$ cat src/verilog/swk_cfg.svh
// Constants for the selective-wake recovery and FD-tolerant decoder
`ifndef SWK_CFG_SVH
`define SWK_CFG_SVH
// Register word indices (address bits 5:2, byte address is index times four)
`define SWK_ADDR_MODE 4'h0
`define SWK_ADDR_CLKSEL 4'h1
`define SWK_ADDR_TQ 4'h2
`define SWK_ADDR_SPP 4'h3
`define SWK_ADDR_LIMHI 4'h4
`define SWK_ADDR_LIMLO 4'h5
`define SWK_ADDR_FILT 4'h6
`define SWK_ADDR_FDCTL 4'h7
`define SWK_ADDR_STAT 4'h8
`define SWK_ADDR_IRQST 4'h9
`define SWK_ADDR_IRQMSK 4'ha
`define SWK_ADDR_TQCUR 4'hb
// Reset values
`define SWK_RST_TQ 8'h0a
`define SWK_RST_SPP 6'h33
`define SWK_RST_LIMHI 8'h0c
`define SWK_RST_LIMLO 8'h08
`define SWK_RST_CLKSEL 2'h0
`define SWK_MODE_OFF 3'h0
// Field positions in FD control register
`define SWK_FD_EN_BIT 0
`define SWK_FD_RXSEL_BIT 1
`define SWK_FD_ERRDIS_BIT 2
`define SWK_FD_FILT_BIT 3
// Field positions in interrupt registers; status register shares bits 0 and 1, bit 2 is FDF skip
`define SWK_ST_SILENT 0
`define SWK_ST_WAKE 1
`define SWK_ST_LIMIT 2
`define SWK_ST_FDF 3
// Timing
`define SWK_CLK_HZ 40000000
`define SWK_SILENCE_MIN_MS 600
`define SWK_IDLE_BITS 4'h8
`define SWK_SYS_PER_TQ 8'h04
`endif

$ cat src/verilog/swk_pkg.sv
// Types for the selective-wake decoder
package swk_pkg;
  typedef enum logic [1:0] {
    SWK_IDLE = 2'b00,
    SWK_FRAME = 2'b01,
    SWK_SKIP = 2'b10
  } swk_state_t;
endpackage

$ cat src/verilog/swk_cdr_decoder.sv
// Recovery setup, silence timeout and FD-tolerant frame tracking
//
// Behaviour
// RULE_01 - Host sets mode off and recovery disabled before changing setup.
// RULE_02 - Host then programs the two-bit input clock select.
// RULE_03 - Host then programs time quanta per bit and both limits.
// RULE_04 - Host finally sets filter options and writes recovery enable.
// RULE_05 - At a limit, drop acquired timing and reload time quanta value.
// RULE_06 - Host updates clock select, quanta and limits on rate change.
// RULE_07 - Host disables recovery while rewriting its settings.
// RULE_08 - Sample point register defaults to code 11 0011, about 80%.
// RULE_09 - Bus counts as inactive after 0.6 to 1.2 s without activity.
// RULE_10 - Wake is signalled within 100 us of pattern or frame end.
// RULE_11 - Decoder supports bit times down to 1 us, 1 Mbit/s.
// RULE_12 - FD mode needs six to ten recessive idle bits before SOF.
// RULE_13 - Dominant glitches shorter than filter fraction are ignored.
// RULE_14 - Long enough dominant pulses after FDF count as data bits.
// RULE_15 - FD tolerance holds to 500 kbps and receiver select clear.
// RULE_16 - Filter class limits data rate to 4x/2M or 10x/5M.
// RULE_17 - FD mode skips frames with FDF set until their end of frame.
// RULE_18 - Silence timeout expiry clears the error-counter-disable bit.
// RULE_19 - New recovery setup takes effect only while recovery is off.
//
// The implementer's own choices: register access over Avalon-MM and the address map.
`timescale 1ns/1ps
`include "swk_cfg.svh"

module swk_cdr_decoder #(
  parameter int SilenceMs = `SWK_SILENCE_MIN_MS,
  parameter int SilenceCycles = `SWK_CLK_HZ / 1000 * SilenceMs
) (
  // Clock and reset
  input wire logic clk_sys,
  input wire logic rstn,
  // Avalon-MM slave
  input wire logic [5:0] address,
  input wire logic read,
  input wire logic write,
  input wire logic [31:0] writedata,
  output logic [31:0] readdata,
  output logic waitrequest,
  // CAN receive pin
  input wire logic canRx,
  // Frame decoder events from the protocol logic
  input wire logic frameFdf,
  input wire logic wakeDetect,
  // Outputs
  output logic busSilent,
  output logic wakeOut,
  output logic [7:0] recoveredTq,
  output logic [2:0] transceiverMode,
  output logic irqOut
);
  import swk_pkg::*;

  // ------------------------------------------------------------
  // Reset and pin synchronisers
  // ------------------------------------------------------------
  logic rstMeta_q, rstSync_q;
  logic rxMeta_q, rxSync_q, rxPrev_q;
  wire rstnInt = rstSync_q;

  // Reset release through two flops
  always_ff @(posedge clk_sys or negedge rstn) begin
    if (!rstn) begin
      rstMeta_q <= 1'b0;
      rstSync_q <= 1'b0;
    end else begin
      rstMeta_q <= 1'b1;
      rstSync_q <= rstMeta_q;
    end
  end

  // Bus pin into clock domain, recessive is high
  always_ff @(posedge clk_sys or negedge rstnInt) begin
    if (!rstnInt) begin
      rxMeta_q <= 1'b1;
      rxSync_q <= 1'b1;
      rxPrev_q <= 1'b1;
    end else begin
      rxMeta_q <= canRx;
      rxSync_q <= rxMeta_q;
      rxPrev_q <= rxSync_q;
    end
  end
  wire rxEdge = rxSync_q ^ rxPrev_q;
  wire rxDom = !rxSync_q;

  // ------------------------------------------------------------
  // Register file
  // ------------------------------------------------------------
  logic [2:0] mode_q;
  logic recEn_q;
  logic [1:0] clkSel_q;
  logic [7:0] tq_q, limHi_q, limLo_q;
  logic [5:0] spp_q;
  logic [3:0] filtCtl_q;
  logic fdEn_q, rxSel_q, errDis_q;
  logic [2:0] fdFilt_q;
  logic [3:0] irqSt_q, irqMsk_q;
  logic [31:0] rdData_q;
  logic rdDone_q;
  swk_state_t state_q;
  logic fdfSkip;

  wire [3:0] regIdx = address[5:2];
  wire wrAcc = write && (address[1:0] == 2'b00);
  wire rdAcc = read && !rdDone_q;
  // Setup registers writable only while recovery is disabled
  wire setupOk = !recEn_q; // [RULE_19]
  wire wrMode = wrAcc && regIdx == `SWK_ADDR_MODE;
  wire wrClk = wrAcc && regIdx == `SWK_ADDR_CLKSEL && setupOk; // [RULE_19]
  wire wrTq = wrAcc && regIdx == `SWK_ADDR_TQ && setupOk;
  wire wrSpp = wrAcc && regIdx == `SWK_ADDR_SPP && setupOk;
  wire wrHi = wrAcc && regIdx == `SWK_ADDR_LIMHI && setupOk;
  wire wrLo = wrAcc && regIdx == `SWK_ADDR_LIMLO && setupOk;
  wire wrFilt = wrAcc && regIdx == `SWK_ADDR_FILT;
  wire wrFd = wrAcc && regIdx == `SWK_ADDR_FDCTL;
  wire wrMsk = wrAcc && regIdx == `SWK_ADDR_IRQMSK;
  wire rdIrq = rdAcc && regIdx == `SWK_ADDR_IRQST;

  // Events
  logic silenceHit, limitHit, fdfSeen, wakeHit;
  wire [3:0] events = {fdfSeen, limitHit, wakeHit, silenceHit};

  // Read mux
  logic [31:0] rdMux;
  always_comb begin
    rdMux = 32'h0;
    case (regIdx)
      `SWK_ADDR_MODE: rdMux = {28'h0, recEn_q, mode_q};
      `SWK_ADDR_CLKSEL: rdMux = {30'h0, clkSel_q};
      `SWK_ADDR_TQ: rdMux = {24'h0, tq_q};
      `SWK_ADDR_SPP: rdMux = {26'h0, spp_q};
      `SWK_ADDR_LIMHI: rdMux = {24'h0, limHi_q};
      `SWK_ADDR_LIMLO: rdMux = {24'h0, limLo_q};
      `SWK_ADDR_FILT: rdMux = {28'h0, filtCtl_q};
      `SWK_ADDR_FDCTL: rdMux = {26'h0, fdFilt_q, errDis_q, rxSel_q, fdEn_q};
      `SWK_ADDR_STAT: rdMux = {29'h0, fdfSkip, wakeOut, busSilent};
      `SWK_ADDR_IRQST: rdMux = {28'h0, irqSt_q};
      `SWK_ADDR_IRQMSK: rdMux = {28'h0, irqMsk_q};
      `SWK_ADDR_TQCUR: rdMux = {24'h0, recoveredTq};
      default: rdMux = 32'h0;
    endcase
  end

  // Configuration registers; setup sequence is kept by the host
  always_ff @(posedge clk_sys or negedge rstnInt) begin // [RULE_01]
    if (!rstnInt) begin
      mode_q <= `SWK_MODE_OFF;
      recEn_q <= 1'b0;
      clkSel_q <= `SWK_RST_CLKSEL;
      tq_q <= `SWK_RST_TQ;
      spp_q <= `SWK_RST_SPP; // [RULE_08]
      limHi_q <= `SWK_RST_LIMHI;
      limLo_q <= `SWK_RST_LIMLO;
      filtCtl_q <= 4'h0;
      irqMsk_q <= 4'h0;
    end else begin
      if (wrMode) begin
        mode_q <= writedata[2:0];
        recEn_q <= writedata[3]; // [RULE_04]
      end
      if (wrClk) clkSel_q <= writedata[1:0]; // [RULE_02]
      if (wrTq) tq_q <= writedata[7:0]; // [RULE_03]
      if (wrSpp) spp_q <= writedata[5:0];
      if (wrHi) limHi_q <= writedata[7:0];
      if (wrLo) limLo_q <= writedata[7:0];
      if (wrFilt) filtCtl_q <= writedata[3:0];
      if (wrMsk) irqMsk_q <= writedata[3:0];
    end
  end

  // FD control; silence expiry clears error-counter disable
  always_ff @(posedge clk_sys or negedge rstnInt) begin
    if (!rstnInt) begin
      fdEn_q <= 1'b0;
      rxSel_q <= 1'b0;
      errDis_q <= 1'b0;
      fdFilt_q <= 3'h0;
    end else begin
      if (wrFd) begin
        fdEn_q <= writedata[`SWK_FD_EN_BIT];
        rxSel_q <= writedata[`SWK_FD_RXSEL_BIT];
        fdFilt_q <= writedata[`SWK_FD_FILT_BIT+2:`SWK_FD_FILT_BIT];
      end
      if (silenceHit) errDis_q <= 1'b0; // [RULE_18]
      else if (wrFd) errDis_q <= writedata[`SWK_FD_ERRDIS_BIT];
    end
  end

  // Sticky interrupt status, cleared by read; new event wins
  always_ff @(posedge clk_sys or negedge rstnInt) begin
    if (!rstnInt) irqSt_q <= 4'h0;
    else irqSt_q <= (rdIrq ? 4'h0 : irqSt_q) | events;
  end

  // Bus answer: one wait cycle on reads, writes immediate
  always_ff @(posedge clk_sys or negedge rstnInt) begin
    if (!rstnInt) begin
      rdDone_q <= 1'b0;
      rdData_q <= 32'h0;
      irqOut <= 1'b0;
    end else begin
      rdDone_q <= rdAcc;
      if (rdAcc) rdData_q <= rdMux;
      irqOut <= |(((rdIrq ? 4'h0 : irqSt_q) | events) & irqMsk_q);
    end
  end
  assign readdata = rdData_q;
  assign waitrequest = read && !rdDone_q;
  assign transceiverMode = mode_q;

  // ------------------------------------------------------------
  // Silence timeout
  // ------------------------------------------------------------
  logic [31:0] silCnt_q;
  always_ff @(posedge clk_sys or negedge rstnInt) begin
    if (!rstnInt) begin
      silCnt_q <= 32'h0;
      busSilent <= 1'b0;
    end else if (rxEdge || rxDom) begin
      silCnt_q <= 32'h0;
      busSilent <= 1'b0;
    end else if (silCnt_q < SilenceCycles[31:0]) begin
      silCnt_q <= silCnt_q + 32'h1;
    end else begin
      busSilent <= 1'b1; // [RULE_09]
    end
  end
  assign silenceHit = !busSilent && !rxEdge && !rxDom &&
                      silCnt_q >= SilenceCycles[31:0];

  // ------------------------------------------------------------
  // Clock recovery: bit length tracking within limits
  // ------------------------------------------------------------
  logic [7:0] tqCur_q, runLen_q, quCnt_q;
  wire quTick = quCnt_q == `SWK_SYS_PER_TQ - 8'h1;
  wire outOfLim = runLen_q > limHi_q || runLen_q < limLo_q;
  always_ff @(posedge clk_sys or negedge rstnInt) begin
    if (!rstnInt) begin
      quCnt_q <= 8'h0;
      runLen_q <= 8'h0;
      tqCur_q <= `SWK_RST_TQ;
    end else begin
      quCnt_q <= quTick ? 8'h0 : quCnt_q + 8'h1; // [RULE_11]
      if (!recEn_q) tqCur_q <= tq_q; // [RULE_19]
      else if (rxEdge && runLen_q != 8'h0) begin
        if (outOfLim) tqCur_q <= tq_q; // [RULE_05]
        else tqCur_q <= runLen_q;
      end
      if (rxEdge) runLen_q <= 8'h0;
      else if (quTick && runLen_q != 8'hff) runLen_q <= runLen_q + 8'h1;
    end
  end
  assign limitHit = recEn_q && rxEdge && runLen_q != 8'h0 && outOfLim;
  assign recoveredTq = tqCur_q;

  // ------------------------------------------------------------
  // FD tolerant tracking: glitch filter, FDF skip, idle count
  // ------------------------------------------------------------
  logic [7:0] domLen_q;
  logic [7:0] tqBit_q;
  logic [3:0] idleBits_q;
  logic wake_q;
  assign fdfSkip = state_q == SWK_SKIP;
  // Glitch threshold in quanta from filter code
  wire [7:0] glitchLim = {5'h0, fdFilt_q};
  wire domValid = rxDom && domLen_q > glitchLim; // [RULE_13] [RULE_14]
  wire bitTick = quTick && tqBit_q == tqCur_q - 8'h1;
  always_ff @(posedge clk_sys or negedge rstnInt) begin
    if (!rstnInt) begin
      domLen_q <= 8'h0;
      tqBit_q <= 8'h0;
    end else begin
      if (!rxDom) domLen_q <= 8'h0;
      else if (quTick && domLen_q != 8'hff) domLen_q <= domLen_q + 8'h1;
      if (rxEdge || bitTick) tqBit_q <= 8'h0;
      else if (quTick) tqBit_q <= tqBit_q + 8'h1;
    end
  end

  // Frame state: idle needs recessive run before new SOF
  always_ff @(posedge clk_sys or negedge rstnInt) begin
    if (!rstnInt) begin
      state_q <= SWK_IDLE;
      idleBits_q <= 4'h0;
    end else begin
      if (domValid) idleBits_q <= 4'h0;
      else if (bitTick && idleBits_q != 4'hf) idleBits_q <= idleBits_q + 4'h1;
      case (state_q)
        SWK_IDLE: begin
          if (domValid && idleBits_q >= `SWK_IDLE_BITS) // [RULE_12]
            state_q <= SWK_FRAME;
        end
        SWK_FRAME: begin
          if (fdEn_q && frameFdf) state_q <= SWK_SKIP; // [RULE_17]
          else if (idleBits_q >= `SWK_IDLE_BITS) state_q <= SWK_IDLE;
        end
        SWK_SKIP: begin
          if (idleBits_q >= `SWK_IDLE_BITS) state_q <= SWK_IDLE; // [RULE_17]
        end
        default: state_q <= SWK_IDLE;
      endcase
    end
  end
  assign fdfSeen = state_q == SWK_FRAME && fdEn_q && frameFdf;

  // Wake: registered one cycle after detection, far inside 100 us
  assign wakeHit = wakeDetect && !fdfSkip;
  always_ff @(posedge clk_sys or negedge rstnInt) begin
    if (!rstnInt) wake_q <= 1'b0;
    else wake_q <= wakeHit; // [RULE_10]
  end
  assign wakeOut = wake_q;

  // ------------------------------------------------------------
  // Assertions
  // ------------------------------------------------------------
  a_silence_clear: assert property (@(posedge clk_sys) disable iff (!rstnInt)
    silenceHit |=> !errDis_q) else $error("error disable kept"); // [RULE_18]
  a_limit_reload: assert property (@(posedge clk_sys) disable iff (!rstnInt)
    limitHit |=> tqCur_q == $past(tq_q)) else $error("no reload"); // [RULE_05]
  a_cfg_locked: assert property (@(posedge clk_sys) disable iff (!rstnInt)
    recEn_q && $past(recEn_q) |-> $stable(tq_q)) else $error("tq changed"); // [RULE_19]
  a_wake_time: assert property (@(posedge clk_sys) disable iff (!rstnInt)
    wakeHit |-> ##[1:4] wakeOut) else $error("wake late"); // [RULE_10]
  a_skip_fdf: assert property (@(posedge clk_sys) disable iff (!rstnInt)
    fdfSeen |=> fdfSkip) else $error("fdf not skipped"); // [RULE_17]
  a_no_wake_skip: assert property (@(posedge clk_sys) disable iff (!rstnInt)
    fdfSkip |=> !wakeOut) else $error("wake on fd frame"); // [RULE_17]
  a_sof_idle: assert property (@(posedge clk_sys) disable iff (!rstnInt)
    state_q == SWK_IDLE ##1 state_q == SWK_FRAME |->
    $past(idleBits_q) >= `SWK_IDLE_BITS) else $error("early sof"); // [RULE_12]
  a_glitch_drop: assert property (@(posedge clk_sys) disable iff (!rstnInt)
    rxDom && domLen_q <= glitchLim |-> !domValid) else $error("glitch"); // [RULE_13]
  a_spp_reset: assert property (@(posedge clk_sys) disable iff (!rstnInt)
    $rose(rstnInt) |-> spp_q == `SWK_RST_SPP) else $error("spp"); // [RULE_08]
  c_wake: cover property (@(posedge clk_sys) disable iff (!rstnInt) wakeOut);
  c_skip: cover property (@(posedge clk_sys) disable iff (!rstnInt) fdfSkip);
  c_limit: cover property (@(posedge clk_sys) disable iff (!rstnInt) limitHit);
  c_silent: cover property (@(posedge clk_sys) disable iff (!rstnInt) silenceHit);
endmodule

$ cat config.mk
export PLATFORM = sky130hd
export DESIGN_NAME = swk_cdr_decoder
export DESIGN_NICKNAME = d
export VERILOG_FILES = /design/src/verilog/swk_pkg.sv /design/src/verilog/swk_cdr_decoder.sv
export VERILOG_INCLUDE_DIRS = /design/src /design/src/verilog
export SDC_FILE = /design/constraint.sdc
export NUM_CORES = 1
export LEC_CHECK = 0
export BUFFER_PORTS_ARGS = -buffer_cell sky130_fd_sc_hd__buf_2
export CORE_MARGIN = 1.5
export CORE_UTILIZATION = 50
export CTS_BUF_LIST = sky130_fd_sc_hd__clkbuf_2 sky130_fd_sc_hd__clkbuf_4 sky130_fd_sc_hd__clkbuf_8
export CTS_CLUSTER_SIZE = 12
export DETAILED_ROUTE_END_ITERATION = 8
export PLACE_DENSITY = 0.68
export RECOVER_POWER = 100
export SYNTH_ARGS = -nofsm -noshare
export SYNTH_HDL_FRONTEND = slang
export SYNTH_SLANG_ARGS = --single-unit
$ cat constraint.sdc
create_clock -name clk_sys -period 6.1 [get_ports clk_sys]
set_input_delay 1.525 -clock clk_sys [delete_from_list [all_inputs] [get_ports clk_sys]]
set_output_delay 1.525 -clock clk_sys [all_outputs]
set_load 0.02 [all_outputs]
==> reports/results.tsv, run 1 <==
metric	value	unit
max_stage_delay	1510	ps
drt_iter0_markers	499	
violations	max-capacitance violations, max-slew violations	
avgSynthCellArea	10.2	µm²
ir_drop	0.000155	V
rows	46	
p_total	2.30	mW
synthSimpleGateAreaFrac	18.0	%
ys_async_sr_fraction	100	%
synth-edff-count	0	
drc	0	
worstMarginPinSlew	2250	ps
grt_overflow_total	0	
drive_gt1_share	13.9	%
nNetsFinal	902	
reg2reg_depth	2	
dominantRegCellSynth	dfrtp_1	
fin_crit	4280	ps
drv_cap	2	
timing.final.crit_share	70.1	%
antenna_found_initial	1	
timing.rr.start	rstSync_q$_DFF_PN0_	
post_cts_buffers	0	
syn_inst	793	
synth_compound_area_share	13.0	%
fp.dieW	130	µm
arrival	4620	ps
dieArea	16900	µm²
endpoint_kind	flop	
port_buffers	43	
holdBufCountCts	0	
regToRegEndpoint	recoveredTq[2]$_DFFE_PN0P_	
synth_xor_xnor_area_share	5.64	%
hold_path_depth	0	
rsz0062_at_grt	false	
finalSetupViolations	0	
crit_required	6450	ps
hold_path_startpoint	rxMeta_q$_DFF_PN1_	
track_usage	23.0	%
pin_count	92	
yosys.area.top_type	dfrtp_1	
wl_per_cell	17.3	µm
drtAntennaViolNets	0	
hold_viol	0	
synthTopCellsByArea	dfrtp_1 42%, mux2_2 5.4%, dfstp_2 4.6%	
cts_tree	yes	
max-clock-path-buffers	2	
start_util	51.0	%
ys_ff_latch	149	
hold_class	reg2reg	
clk_pin_slew_worst_paths	90	ps
slew_viol_final	72	
dr_total_vias	6051	
grt_max_degree	56	
grt_pass1_wl	30.3	mm
seq_area_frac_synth	46.4	%
relSlewSlack	-50.0	%
die_y	130	µm
viasPerCell	5.72	
slowest_stage	nor4_1	
clk_latency	460	ps
start_kind	primary input	
fin_skew	14.0	ps
synth_mux_area_share	7.11	%
crit_type	in2reg	
synthAdderAreaFrac	4.49	%
p_per_area	264	nW/µm²
routed_wl	18.3	mm
cp_num_buf_inv	1	
crit_path_cell_trace	clkbuf_1 -> nor2b_1 -> nand2_1 -> nor4_1 -> mux2_2	
synth_area	8080	µm²
yosys_warnings	0	
cts_made_buffers	17	
whs_endpoint	rxSync_q$_DFF_PN1_	
worst-path-max-fanout	25	
synth_top_family_by_area	simple AND/OR/NAND/NOR gates	
p_leak	3.92	nW
synth_cell_types	67	
place.gp.congestion	0.855	
netlist.area_leader.share	41.8	%
finalSetupTns	0	ps
firstDrtPassIters	5	
grt_pass1_vias	5984	
area_growth	7.85	%
cts-htree-levels	4	
core	15800	µm²
rrSetupSlack	2380	ps
cts_root_buf	clkbuf_8	
dp_hpwl	13.1	mm
outcome	complete, but fails checks	
cp_top_family	simple AND/OR/NAND/NOR gates	
fmax	234	MHz
clkSinkCount	149	
cts-resized-gates	0	
## per-stage QoR
step           instance area, µm²  hold WS, ps  setup slack, ps  cells  util [%]
5_1_grt                      8710          370             1630   1057      55.0
2_1_floorplan                8160          331             1670    816         -
4_1_cts                      8770          357             2050   1057      55.4
3_3_place_gp                 8390          334             2100   1025      53.0
3_5_place_dp                 8390          345             2050   1025      53.0
6_report                     8710          362             1820   1058      55.0
## flip-flops by register name, summed over array words and instances (netlist names), 3 cells and up
register         flops
domLen_q             8
fdFilt_q             3
filtCtl_q            4
idleBits_q           4
irqMsk_q             4
irqSt_q              4
limHi_q              8
limLo_q              8
quCnt_q              8
readdata             8
recoveredTq          8
runLen_q             8
silCnt_q            32
spp_q                6
tqBit_q              8
tq_q                 8
transceiverMode      3
## where the power goes
group	total, mW	switching [mW]	internal, mW
Sequential	1.18	0.103	1.08
Combinational	0.382	0.220	0.161
Clock	0.734	0.392	0.342
## synthesized netlist by cell type (7+ instances only)
| library cell | n |
|---|---|
| a21oi_1 | 17 |
| a22o_1 | 12 |
| and2_1 | 31 |
| and3_1 | 8 |
| buf_4 | 24 |
| clkbuf_1 | 26 |
| dfrtp_1 | 135 |
| dfstp_2 | 14 |
| ha_1 | 29 |
| inv_1 | 36 |
| mux2_2 | 39 |
| mux2i_1 | 9 |
| nand2_1 | 63 |
| nand3_1 | 23 |
| nand4_1 | 12 |
| nor2_1 | 50 |
| nor2b_1 | 12 |
| nor3_1 | 18 |
| nor4_1 | 9 |
| o211a_1 | 7 |
| o21a_1 | 7 |
| o21ai_0 | 37 |
| o22a_1 | 9 |
| or3_1 | 7 |
| or4_1 | 10 |
| xnor2_1 | 26 |
| xor2_1 | 26 |
## how the worst max path moves through the flow
stage,startpoint,end,slack [ps],cells past startpoint
detailed placement,read,waitrequest,2050,4
global placement,read,waitrequest,2100,4
CTS,read,waitrequest,2050,4
finish,address[5],limHi_q[0]$_DFFE_PN0P_,1820,5
floorplan,rstSync_q$_DFF_PN0_,busSilent$_DFFE_PN0P_,1670,0
global route,rstSync_q$_DFF_PN0_,wakeOut$_DFF_PN0_,1630,2
## cell families (layout without fill, tap and decap cells)
| family | after synthesis | count (layout) |
|---|---|---|
| AOI/OAI and AO/OA | 148 | 148 |
| and+or+nand+nor | 273 | 273 |
| buffers and inverters | 90 | 115 |
| xor gates and xnor gates | 52 | 52 |
| adders and majority gates | 29 | 29 |
| DFF | 149 | 149 |
| other | 2 | 26 |
| muxes | 50 | 50 |
## layer usage
layer	vias to the layer above	wire, µm	GRT usage [%]
met4	0	412	8.56
met3	28	774	5.33
met5	-	0	0
met1	3026	8410	30.4
met2	138	8670	37.1
li1	2859	-	-
## layout make-up
class	instances	area, µm²
fillers	1418	7120
multi-input cells	577	3970
flip-flops and latches	149	3750
well taps	216	270
clock buffers	19	255
repair buffers	46	201
inverters	37	139
clock inverters	13	125
diodes	1	2.50
## placed cells by master, fill, tap and decap left out, drive strengths merged, types with 5 or more instances in the layout
cell type / count
conb: 25
nor2: 51
o21a: 7
a211oi: 5
or3: 7
a31oi: 6
o21ai: 38
nand3b: 5
a22o: 12
clkinv: 8
xnor2: 26
inv: 39
a22oi: 5
buf: 20
o22a: 9
and2: 31
mux2i: 9
clkbuf: 45
nor4: 9
ha: 29
dfrtp: 135
mux2: 39
nor3: 18
a21o: 5
nand2: 63
o211a: 7
or4: 11
nand4: 12
xor2: 26
and3: 8
nor2b: 12
nand3: 23
dfstp: 14
a21oi: 17
Note: power is estimated with default switching activity, not from simulation.
==> run 2: changes to the inputs <==
ABC_AREA = 1   (was unset)
clock period = 4.1 ns   (was 6.1 ns; I/O delays follow)
==> run 2 against run 1 <==
  * The run still ends with max-capacitance violations, max-slew violations left
  * First-iteration DRC count is 5.4% higher
  * Cell count is 29% higher
  * Global-route usage is 0.36 points higher
  * Combinational power is 130% higher
  * Worst hold slack worse by 39 ps
  * Sequential power is 50% higher
==> reports/results.tsv, run 2 <==
metric	value	unit	change
rsz0062_at_grt	false		
area_growth	8.03	%	
synth-edff-count	0		unchanged
drt_iter0_markers	526		+5.4%
largest_register_ffs	32		unchanged
finalSetupTns	0	ps	unchanged
met3_length	1.01	mm	+31%
violations	max-capacitance violations, max-slew violations		
fin_crit	2970	ps	
comb_power_share	23.4	%	+6.8 points
fp.dieW	132	µm	+1.6%
endpoint_kind	flop		
p_leak	4.37	nW	+12%
swShare	36.9	%	+5.8 points
firstDrtPassIters	5		unchanged
hold_class	in2async		
die_y	132	µm	+1.6%
grt_overflow_total	0		unchanged
setup_ws	1130	ps	-690 ps
max_stage_delay	800	ps	-710 ps
wl_met2	9.27	mm	+6.8%
clkPwrFrac	29.8	%	-2.2 points
fmax	337	MHz	
track_usage	23.4	%	+0.36 points
cts_made_buffers	17		unchanged
dp_hpwl	14.5	mm	+11%
crit_path_cell_trace	ha_1 -> clkbuf_1 -> inv_1 -> nor2_8 -> inv_1 -> o21ai_0		
slowest_stage	clkbuf_1		
start_kind	flop		
slew_viol_final	76		+5.6%
start_util	50.8	%	-0.22 points
synth_cell_types	47		-30%
worst-path-max-fanout	23		-8.0%
arrival	3340	ps	-1280 ps
p_per_area	421	nW/µm²	+60%
synthTopCellsByArea	dfrtp_1 41%, nand2_1 13%, inv_1 7.3%		
timing.final.crit_share	72.4	%	
port_buffers	43		unchanged
drive_gt1_share	6.82	%	-7.1 points
drc	0		unchanged
wl_per_cell	14.3	µm	-17%
mostFrequentLayoutCell	nand2_1		
core	16400	µm²	+3.7%
dieArea	17500	µm²	+3.1%
clk_latency	460	ps	about the same
crit_top_cell	inv_1		
crit_required	4470	ps	-1980 ps
post_cts_buffers	0		unchanged
viasPerCell	5.21		-8.9%
outcome	complete, but fails checks		
antenna_cells	0		-1
wl_met1	8.80	mm	+4.6%
grt_max_degree	76		+36%
routed_wl	19.5	mm	+6.7%
timing.rr.start	rxSync_q$_DFF_PN1_		
cts-htree-levels	4		unchanged
p_seq_share	46.8	%	-4.6 points
cts_root_buf	clkbuf_8		
antenna_found_initial	0		-1
pin_count	92		unchanged
ys_ff_latch	149		unchanged
avgSynthCellArea	7.73	µm²	-24%
fillers	1581		+11%
reg2reg_depth	6		+4
syn_inst	1079		+36%
fin_skew	19.8	ps	+5.76 ps
ys_async_sr_fraction	100	%	unchanged
crit_type	reg2reg		
dominantRegCellSynth	dfrtp_1		
pre_cts_ws	1460	ps	-596 ps
rrSetupSlack	1130	ps	-1250 ps
drtAntennaViolNets	0		unchanged
holdBufCountCts	0		unchanged
drv_cap	1		-1
p_total	3.79	mW	+65%
synthTopCellsByCount	281 x nand2_1, 162 x inv_1, 135 x dfrtp_1, 90 x nor2_1, 78 x o21ai_0		
post-synth-top-count-cell	nand2_1		
ir_drop	0.000229	V	+49%
rows	47		+2.2%
dr_total_vias	7104		+17%
cts-resized-gates	0		unchanged
grt_pass1_wl	32.4	mm	+7.0%
clkSinkCount	149		unchanged
seq_area_frac_synth	44.9	%	-1.4 points
nNetsFinal	1204		+33%
fin_util	54.9	%	-0.15 points
yosys_warnings	0		unchanged
routed.top_layer	met4		
synth_area	8340	µm²	+3.2%
p_sw	1.40	mW	+96%
whs	324	ps	-38.7 ps
hold_viol	0		unchanged
regToRegEndpoint	silCnt_q[22]$_DFFE_PN0P_		
worstMarginPinSlew	1820	ps	-431 ps
netlist.area_leader.share	40.5	%	-1.3 points
cts_tree	yes		
place.gp.congestion	0.914		+6.9%
max-clock-path-buffers	2		unchanged
relSlewSlack	-21.3	%	+29 points
final_cell_mix	282 x nand2_1, 165 x inv_1, 134 x dfrtp_1, 95 x nor2_1, 85 x o21ai_0		
finalSetupViolations	0		unchanged
intPower	2.39	mW	+51%
yosys.area.top_type	dfrtp_1		
clk_pin_slew_worst_paths	100	ps	about the same
top_register	silCnt_q		
grt_pass1_vias	6489		+8.4%
[run 2: cell count changes in the layout (fill, tap and decap cells not counted), sizes merged, moves of 11 or more]
cell | previous run | this run
nand2 | 63 | 286
inv | 39 | 173
nor2 | 51 | 101
o21ai | 38 | 87
mux2 | 39 | 0
nand3 | 23 | 57
and2 | 31 | 0
a21oi | 17 | 41
xnor2 | 26 | 5
nand4 | 12 | 30
nor2b | 12 | 0
a22o | 12 | 1
or4 | 11 | 0
[run 2: routing by layer]
metal | vias to the layer above | track usage [%]
li1 | 3546 | -
met1 | 3331 | 32.0
met2 | 201 | 37.1
met3 | 26 | 4.50
met4 | 0 | 8.46
met5 | - | 0
[run 2: critical path, delay by kind of cell, from the launching register on]
kind	cells	cell delay, ps
flops	1	660
buf+inv	3	1520
fa+ha+maj	1	190
compound gates	1	160
simple gates	1	340
[run 2: worst max path at each step]
stage / from / end / slack (ps) / cells after the start
6_report: rxSync_q$_DFF_PN1_ / silCnt_q[22]$_DFFE_PN0P_ / 1130 / 6
5_1_grt: rstSync_q$_DFF_PN0_ / silCnt_q[24]$_DFFE_PN0P_ / 710 / 1
4_1_cts: read / waitrequest / 1460 / 4
3_5_place_dp: read / waitrequest / 1460 / 4
3_3_place_gp: read / waitrequest / 1460 / 4
2_1_floorplan: rstSync_q$_DFF_PN0_ / busSilent$_DFFE_PN0P_ / 1640 / 0
[run 2: area by class of cell]
class	count	area [µm²]	share of cell area (%)
clock inverters	14	140	1.56
inverters	168	633	7.03
well taps	220	275	3.06
repair buffers	45	189	2.10
flip-flops and latches	149	3750	41.6
clock buffers	18	248	2.75
multi-input cells	749	3770	41.9
[run 2: power by group through the flow]
stage	clock network (mW)	registers [mW]	logic, mW
after global placement	0	1.80	0.888
after floorplan	0	1.82	0.621
final	1.13	1.77	0.887
after detailed placement	0	1.80	0.902
after CTS	1.15	1.77	0.909
after global routing	1.22	1.80	1.01
[run 2: kinds of logic (layout without fill, tap and decap cells)]
family / count (synthesis) / after routing / synth area share (%)
XOR/XNOR: 22 / 22 / 2.31
adder cells (fa/ha/maj): 29 / 29 / 4.35
AND/OR/NAND/NOR: 505 / 505 / 26.2
flip-flops: 149 / 149 / 44.9
AO/OA/AOI/OAI: 168 / 168 / 11.6
buffers and inverters: 204 / 245 / 10.5
other: 2 / 25 / 0.0901
[run 2: per-stage QoR]
stage          area (µm²)  cells
2_1_floorplan        8420   1102
3_3_place_gp         8700   1331
3_5_place_dp         8700   1331
4_1_cts              9090   1363
5_1_grt              9000   1363
6_report             9000   1363
